===== config.mk =====
export PLATFORM = sky130hd
export DESIGN_NAME = trap_and_interrupt_vectoring
export DESIGN_NICKNAME = d
export VERILOG_FILES = /design/src/hw/trap_and_interrupt_vectoring.v
export VERILOG_INCLUDE_DIRS = /design/src /design/src/hw
export SDC_FILE = /design/constraint.sdc
export NUM_CORES = 1
export LEC_CHECK = 0
export BUFFER_PORTS_ARGS = -buffer_cell sky130_fd_sc_hd__buf_2
export CAP_MARGIN = 0
export CORE_MARGIN = 2
export CORE_UTILIZATION = 65
export CTS_CLUSTER_SIZE = 10
export DETAILED_ROUTE_END_ITERATION = 10
export PLACE_DENSITY_LB_ADDON = 0.25
export SLEW_MARGIN = 5
export SYNTH_ARGS = -nofsm -noshare
export SYNTH_HDL_FRONTEND = slang
export SYNTH_SLANG_ARGS = --single-unit

===== constraint.sdc =====
create_clock -name ref_clk -period 117.9 [get_ports ref_clk]
set_input_delay 11.79 -clock ref_clk [delete_from_list [all_inputs] [get_ports ref_clk]]
set_output_delay 11.79 -clock ref_clk [all_outputs]
set_load 0.03 [all_outputs]

===== src/hw/trap_vector_defines.vh =====
// Function
// - Hardware traps are non-maskable; taken regardless of enables, unless a trap service of equal or higher class is open.
// - A taken class A trap branches to its own fixed vector entry; class B traps share one.
// - Each class A and class B trap sets its own cause bit in the trap cause register.
// - A trap preempts anything except a trap service of equal or higher priority in progress.
// - Trap services block standard interrupts and event transfer requests.
// - Class A: NMI 0x08/02, stack over 0x10/04, stack under 0x18/06.
// - Five class B causes share vector 0x28, each with its own flag.
// - Each node has request, enable, fixed vector; first node 0x60, trap 0x18.
// - Each node control register holds a four-bit priority field.
// - An accepted service is only interrupted by strictly higher priority; here a swTrapReq branches regardless of any open service.
// - Stack pointer is checked against both limits on every stack access.
`ifndef TRAP_VECTOR_DEFINES_VH
`define TRAP_VECTOR_DEFINES_VH
// Register byte addresses
`define REG_CAUSE 12'h000
`define REG_STKUP 12'h004
`define REG_STKLO 12'h008
`define REG_IRQST 12'h00c
`define REG_IRQMSK 12'h010
`define REG_CPUPRI 12'h014
`define REG_SVC 12'h018
`define REG_NODE0 12'h100
// Cause register bit positions
`define CB_NMI 0
`define CB_OVER 1
`define CB_UNDER 2
`define CB_OPCODE 3
`define CB_PROT 4
`define CB_OPA 5
`define CB_INA 6
`define CB_BUS 7
// Node control fields
`define NC_PRI_LSB 0
`define NC_IE 4
`define NC_IR 5
// Trap numbers
`define TN_RESET 7'h00
`define TN_NMI 7'h02
`define TN_OVER 7'h04
`define TN_UNDER 7'h06
`define TN_CLASSB 7'h0a
// Trap priorities (class A above class B)
`define TP_A 2'h3
`define TP_B 2'h2
`define TP_NONE 2'h0
// Reset values
`define RST_STKUP 16'hfa00
`define RST_STKLO 16'hfc00
`endif


===== src/hw/trap_and_interrupt_vectoring.v =====
`timescale 1ns/1ps
`include "trap_vector_defines.vh"
module trap_and_interrupt_vectoring #(
    parameter NODES = 30
) (
    input wire ref_clk,
    input wire rstn,
    // APB slave
    input wire psel,
    input wire penable,
    input wire pwrite,
    input wire [11:0] paddr,
    input wire [31:0] pwdata,
    output reg [31:0] prdata,
    output reg pready,
    output reg pslverr,
    // Trap sources, one-cycle pulses from the core
    input wire nmiReq,
    input wire unknownOpcode,
    input wire protectedFault,
    input wire misalignedOperand,
    input wire badFetchTarget,
    input wire badExternalAccess,
    input wire softReset,
    input wire watchdogOverflow,
    input wire swTrapReq,
    input wire [6:0] swTrapNum,
    // Stack access from the core
    input wire stackAccess,
    input wire [15:0] stackPointer,
    // Peripheral node requests, one pulse per event
    input wire [NODES-1:0] nodeEvent,
    // Event transfer engine claims a node; the CPU branch is raised for it as well
    input wire [NODES-1:0] nodeToTransfer,
    // Core signals end of the current service (return)
    input wire serviceDone,
    // Branch request to the pipeline
    output reg branchValid,
    output reg [8:0] branchAddr,
    output reg [6:0] branchTrapNum,
    output reg transferValid,
    output reg [4:0] transferNode,
    output reg irq
);
    // Fixed trap numbers of the nodes, in table order
    function [6:0] nodeTrap;
        input integer i;
        begin
            case (i)
                0,1,2,3,4,5,6,7: nodeTrap = 7'h18 + i[6:0];
                8,9,10,11,12,13,14,15,16: nodeTrap = 7'h1a + i[6:0];
                17: nodeTrap = 7'h47;
                18,19,20,21,22: nodeTrap = 7'h19 + i[6:0];
                23,24,25,26,27,28,29: nodeTrap = 7'h29 + i[6:0];
                default: nodeTrap = 7'h7f;
            endcase
        end
    endfunction

    reg [7:0] cause_q;
    reg [15:0] stkUp_q;
    reg [15:0] stkLo_q;
    reg [7:0] irqSt_q;
    reg [7:0] irqMsk_q;
    reg [3:0] cpuPri_q;
    reg [1:0] trapPri_q;
    reg [5:0] nodeCtl_q [0:NODES-1];
    reg [3:0] savePri_q [0:3];
    reg [1:0] saveTp_q [0:3];
    reg [2:0] depth_q;

    wire apbWr = psel & penable & pwrite & pready;
    wire apbRd = psel & penable & ~pwrite & pready;
    wire [9:0] nodeIdx = paddr[11:2] - 10'h040;
    wire nodeHit = (paddr >= `REG_NODE0) &&
        (nodeIdx < NODES[9:0]);

    // Stack limit check on each stack access
    // limit compare
    wire stack_over_limit_flag = stackAccess && (stackPointer < stkUp_q);
    wire stack_under_limit_flag = stackAccess && (stackPointer > stkLo_q);
    wire classA = nmiReq | stack_over_limit_flag | stack_under_limit_flag;
    wire classB = unknownOpcode | protectedFault | misalignedOperand |
        badFetchTarget | badExternalAccess;
    wire [7:0] newCause = {badExternalAccess, badFetchTarget,
        misalignedOperand, protectedFault, unknownOpcode,
        stack_under_limit_flag, stack_over_limit_flag, nmiReq};
    wire anyReset = softReset | watchdogOverflow;

    // Pick the trap to take; class A first, then by table order
    reg takeTrap;
    reg [6:0] trapNum;
    reg [1:0] trapPri;
    always @* begin
        takeTrap = 1'b0;
        trapNum = `TN_NMI;
        trapPri = `TP_NONE;
        if (classA && trapPri_q < `TP_A) begin
            takeTrap = 1'b1;
            trapPri = `TP_A;
            if (nmiReq)
                trapNum = `TN_NMI;
            else if (stack_over_limit_flag)
                trapNum = `TN_OVER;
            else
                trapNum = `TN_UNDER;
        end else if (classB && trapPri_q < `TP_B) begin
            takeTrap = 1'b1;
            trapPri = `TP_B;
            trapNum = `TN_CLASSB;
        end
    end

    // Highest pending enabled node; lower index wins a tie
    reg nodeWin;
    reg [4:0] nodeSel;
    reg [3:0] nodePri;
    integer k;
    always @* begin
        nodeWin = 1'b0;
        nodeSel = 5'h00;
        nodePri = 4'h0;
        for (k = NODES - 1; k >= 0; k = k - 1) begin
            if (nodeCtl_q[k][`NC_IR] && nodeCtl_q[k][`NC_IE] &&
                nodeCtl_q[k][3:0] >= nodePri) begin
                nodeWin = 1'b1;
                nodeSel = k[4:0];
                nodePri = nodeCtl_q[k][3:0];
            end
        end
    end
    wire nodeTake = nodeWin && (nodePri > cpuPri_q) &&
        (trapPri_q == `TP_NONE) && !takeTrap && depth_q < 3'h4;
    wire svcEnd = serviceDone && depth_q != 3'h0;

    // Register file, stack limits and service nesting
    integer n;
    always @(posedge ref_clk) begin
        if (!rstn) begin
            cause_q <= 8'h00;
            stkUp_q <= `RST_STKUP;
            stkLo_q <= `RST_STKLO;
            irqSt_q <= 8'h00;
            irqMsk_q <= 8'h00;
            cpuPri_q <= 4'h0;
            trapPri_q <= `TP_NONE;
            depth_q <= 3'h0;
            for (n = 0; n < NODES; n = n + 1)
                nodeCtl_q[n] <= 6'h00;
            for (n = 0; n < 4; n = n + 1) begin
                savePri_q[n] <= 4'h0;
                saveTp_q[n] <= `TP_NONE;
            end
        end else if (anyReset) begin
            cpuPri_q <= 4'h0;
            trapPri_q <= `TP_NONE;
            depth_q <= 3'h0;
        end else begin
            // Software writes a cause bit to one to clear it
            // cause bits, set wins
            cause_q <= (apbWr && paddr == `REG_CAUSE ?
                cause_q & ~pwdata[7:0] : cause_q) | newCause;
            // Sticky status, cleared by reading it; set wins
            irqSt_q <= (apbRd && paddr == `REG_IRQST ?
                8'h00 : irqSt_q) | newCause;
            if (apbWr && paddr == `REG_STKUP)
                stkUp_q <= pwdata[15:0];
            if (apbWr && paddr == `REG_STKLO)
                stkLo_q <= pwdata[15:0];
            if (apbWr && paddr == `REG_IRQMSK)
                irqMsk_q <= pwdata[7:0];
            // Node controls; hardware events set the request bit
            for (n = 0; n < NODES; n = n + 1) begin
                if (apbWr && nodeHit && nodeIdx == n)
                    nodeCtl_q[n] <= pwdata[5:0];
                if (nodeEvent[n])
                    nodeCtl_q[n][`NC_IR] <= 1'b1;
                else if (nodeTake && nodeSel == n)
                    nodeCtl_q[n][`NC_IR] <= 1'b0;
            end
            // Nesting: push on entry, pop on return
            if (takeTrap || nodeTake) begin
                savePri_q[depth_q[1:0]] <= cpuPri_q;
                saveTp_q[depth_q[1:0]] <= trapPri_q;
                depth_q <= depth_q + 3'h1;
                if (takeTrap) begin
                    // Trap service masks every node level
                    cpuPri_q <= 4'hf;
                    trapPri_q <= trapPri;
                end else
                    cpuPri_q <= nodePri;
            end else if (svcEnd) begin
                cpuPri_q <= savePri_q[depth_q[1:0] - 2'h1];
                trapPri_q <= saveTp_q[depth_q[1:0] - 2'h1];
                depth_q <= depth_q - 3'h1;
            end
        end
    end

    // Branch and transfer outputs; all registered
    always @(posedge ref_clk) begin
        if (!rstn) begin
            branchValid <= 1'b1;
            branchAddr <= 9'h000;
            branchTrapNum <= `TN_RESET;
            transferValid <= 1'b0;
            transferNode <= 5'h00;
            irq <= 1'b0;
        end else begin
            branchValid <= anyReset | takeTrap | nodeTake | swTrapReq;
            transferValid <= nodeTake && nodeToTransfer[nodeSel];
            transferNode <= nodeSel;
            irq <= |(irqSt_q & irqMsk_q);
            if (anyReset) begin
                branchTrapNum <= `TN_RESET;
                branchAddr <= 9'h000;
            end else if (takeTrap) begin
                branchTrapNum <= trapNum;
                branchAddr <= {trapNum, 2'b00};
            end else if (nodeTake) begin
                branchTrapNum <= nodeTrap(nodeSel);
                branchAddr <= {nodeTrap(nodeSel), 2'b00};
            end else if (swTrapReq) begin
                branchTrapNum <= swTrapNum;
                branchAddr <= {swTrapNum, 2'b00};
            end
        end
    end

    // APB: one wait state, unmapped reads zero with error
    always @(posedge ref_clk) begin
        if (!rstn) begin
            pready <= 1'b0;
            prdata <= 32'h00000000;
            pslverr <= 1'b0;
        end else begin
            pready <= psel & penable & ~pready;
            pslverr <= 1'b0;
            prdata <= 32'h00000000;
            if (psel & penable & ~pready) begin
                if (nodeHit)
                    prdata <= {26'h0, nodeCtl_q[nodeIdx[4:0]]};
                else
                    case (paddr)
                        `REG_CAUSE: prdata <= {24'h0, cause_q};
                        `REG_STKUP: prdata <= {16'h0, stkUp_q};
                        `REG_STKLO: prdata <= {16'h0, stkLo_q};
                        `REG_IRQST: prdata <= {24'h0, irqSt_q};
                        `REG_IRQMSK: prdata <= {24'h0, irqMsk_q};
                        `REG_CPUPRI: prdata <= {28'h0, cpuPri_q};
                        `REG_SVC: prdata <= {27'h0, trapPri_q, depth_q};
                        default: pslverr <= 1'b1;
                    endcase
            end
        end
    end
endmodule


==> flow_summary_export.csv <==
group,metric,value,unit
timing,min_period_over_period,44.82,%
min_path,hp-class,"register to register",
global_route,grt_usage,37.97,%
global_route,gr-usage-met3,7.993,%
min_path,holdCritStartpoint,"cause_q[6]",
routing,drtIter0Drc,2438,
cts,cts_tree,"built",
die,fp.dieW,186.4,um
min_path,whs_endpoint,"cause_q[6]",
final_layout,drive_gt1_share,14.88,%
yosys,ys_async_sr_fraction,0,%
yosys,synth_ff_type,"edfxtp_1",
yosys,synth_seq_cells,302,
min_path,holdPathStages,2,
routing,num_vias,20630,
timing,fin_tns_setup,0,ns
global_route,grt_max_degree,71,
place,dp_slack,66.65,ns
cts,h-tree-depth,2,
worst_setup_path,crit_fanout,23,
global_route,use_met1,49.62,%
worst_setup_path,ff2ff_setup_slack,65.06,ns
worst_setup_path,path_delay_family,"compound AO/OA/AOI/OAI gates",
final_layout,syn_to_final_growth,9.433,%
global_route,top_usage_layer,"met2",
die,die_area,34740,um2
yosys,ys_top_cells_by_count,"296 x nand2_1, 288 x nor2_1, 204 x edfxtp_1",
timing,fmax,18.92,MHz
place,io_buffers,166,
global_route,antenna_found_initial,5,
yosys,syn_inst,2384,
worst_setup_path,rr_worst_depth,227,
routing,ant_nets,0,
yosys,synth-warning-count,0,
yosys,synth_top_area_share,28.33,%
die,num_rows,66,
power,p_leak,9.322,nW
cts,cts_num_sinks,302,
yosys,yosys.area.top_type,"edfxtp_1",
cts,cts_setup_buffers,0,
worst_setup_path,timing.critical_path.slowest_cell_delay,1.05,ns
timing,maxSlewHeadroom,22.62,%
yosys,yosysUniqueCellTypes,109,
routing,post-route-drc-count,0,
cts,cts_hold_buf,0,
yosys,synth_edf_count,204,
worst_setup_path,worstPathArrival,53.07,ns
timing,setup_viol,0,
timing,finalMaxSlewViolations,0,
global_route,overflow,0,
worst_setup_path,critPathSlowestCell,"nor3_1",
worst_setup_path,worstSetupEndpointType,"register",
cts,cts_buffer_depth,3,
global_route,grt_pass1_vias,19790,
cts,post_cts_resize_count,0,
worst_setup_path,worstSetupStartpointType,"register",
die,die_h,186.4,um
yosys,synth.area.top_cells,"edfxtp_1 28%, dfxtp_1 9.1%, ha_1 6.4%",
cts,clkTransAtPathRegs,0.06,ns
routing,drtPass1Iterations,7,
power,powerDensity,25.03,nW/um2
status,status,"finished, final reports clean",
timing,fin_ws,65.06,ns
die,io_pins,201,
worst_setup_path,cp_data_required_time,118.13,ns
job,drv_cap,0,
cts,cts-root-buf,"clkbuf_16",
routing,drt_wl_total,67640,um
power,ir_drop,22.74,uV
die,start_util,66.28,%
cts,clkLatencyLatePin,0.52,ns
timing,clock_skew,0.02325,ns
yosys,ys_seq_area_share,37.41,%
final_layout,final_util,72.53,%
timing,min_period,52.84,ns
place,dp_hpwl,49320,um
routing,wl_per_cell,22.83,um
final_layout,finalNetCount,2758,
worst_setup_path,cp_common_cell,"ha_1",
power,finalPower,0.5921,mW
global_route,grt_pass1_wl,105700,um
worst_setup_path,crit_buf_inv,8,
global_route,grt_use_met2,60.99,%
yosys,synth.most_common_cell,"nand2_1",
worst_setup_path,crit_type,"register to register",
die,core-area,32620,um2
timing,finalHoldViolations,0,
worst_setup_path,timing.rr.start,"nodeCtl_q[29][5]",
place,place_congestion,0.9563,
timing,tightest_slew,1.152,ns
timing,rsz0062_at_grt,"false",
routing,viasPerCell,6.963,
yosys,syn_avg_cell_area,9.069,um2
yosys,syn-cell-area,21620,um2
timing,whs,0.4590,ns
cts,numCtsBuffers,36,
worst_setup_path,cp-startpoint,"nodeCtl_q[29][5]",
worst_setup_path,r2r_end,"nodeCtl_q[21][5]",
[layer usage]
| layer | share of wire [%] | vias up | wire [um] |
|---|---|---|---|
| li1 | - | 9124 | - |
| met1 | 37 | 9740 | 25190 |
| met2 | 45 | 1478 | 30700 |
| met3 | 12 | 281 | 8373 |
| met4 | 5.0 | 2 | 3363 |
| met5 | 0.018 | - | 12 |
[tightest hold or removal path: stages, from the launching register on]
cell     delay (ns)
dfxtp_1        0.30
nand2_1        0.05
a21oi_1        0.05
[power breakdown]
group	switching (mW)	internal, mW
clock	0.0412	0.0568
combinational	0.236	0.135
sequential	0.00525	0.119
total	0.282	0.310
[how the worst max path moves through the flow]
stage               slack [ns]  cells past startpoint               end
floorplan                73.19                    227   savePri_q[3][0]
global placement         68.06                    227  nodeCtl_q[21][5]
global route             61.38                    231   nodeCtl_q[6][5]
CTS                      66.12                    227  nodeCtl_q[21][5]
finish                   65.06                    227  nodeCtl_q[21][5]
detailed placement       66.65                    229  nodeCtl_q[21][5]
[cell families after synthesis]
group,count (synthesis),synth area share (%)
simple gates,932,19.98
compound gates,644,21.11
flops,302,37.41
buf+inv,255,4.942
mux,128,9.578
fa+ha+maj,119,6.835
xor+xnor,3,0.1216
other cells,1,0.01735
[through the flow]
step | instances | instance area (um2)
finish | 2962 | 23660
global placement | 2908 | 22670
global route | 2959 | 23650
floorplan | 2401 | 21680
CTS | 2956 | 23640
detailed placement | 2908 | 22670
[cells in the final DEF (no fill, tap or decap), types with 9 or more instances in the layout]
cell type and n:
nand2b_1 49, dfxtp_1 98, inv_1 131, edfxtp_1 204, or3_1 11, buf_4 19, a31oi_1 34, o21ai_1 19
nand2_1 296, or2_2 13, o21ai_0 88, nor2b_1 20, a22oi_1 29, a21o_1 29, nand3_1 90, o2111ai_1 27
a211oi_1 20, clkbuf_16 37, mux2_2 27, o22ai_1 12, o211a_1 12, a21oi_1 153, mux2i_1 39, o21a_1 17
a41oi_1 9, buf_2 165, and2_1 38, nor4_1 18, conb_1 18, nor3_1 33, a211o_1 16, ha_1 110
nand4_1 13, nor2_1 287, o31ai_1 12, mux4_2 60, o211ai_1 36, o31a_1 11, and3_1 27
[flip-flops by register name, indices dropped and copies added (netlist names), 2 cells and up]
signal        cells
depth_q           3
prdata           16
branchAddr        7
trapPri_q         2
nodeCtl_q       180
stkLo_q          16
irqSt_q           8
cpuPri_q          4
irqMsk_q          8
cause_q           8
stkUp_q          16
transferNode      5
savePri_q        16
saveTp_q          8
[cell type report]
| class | count | area (um2) |
|---|---|---|
| multi-input combinational | 1844 | 12550 |
| fill | 2436 | 8960 |
| sequential | 302 | 8088 |
| clock buffer | 46 | 969.7 |
| timing repair buffer | 184 | 968.4 |
| tap | 442 | 553.0 |
| inverter | 136 | 510.5 |
| antenna | 6 | 15.01 |
| clock inverter | 2 | 7.507 |
(Power assumes the default switching activity.)
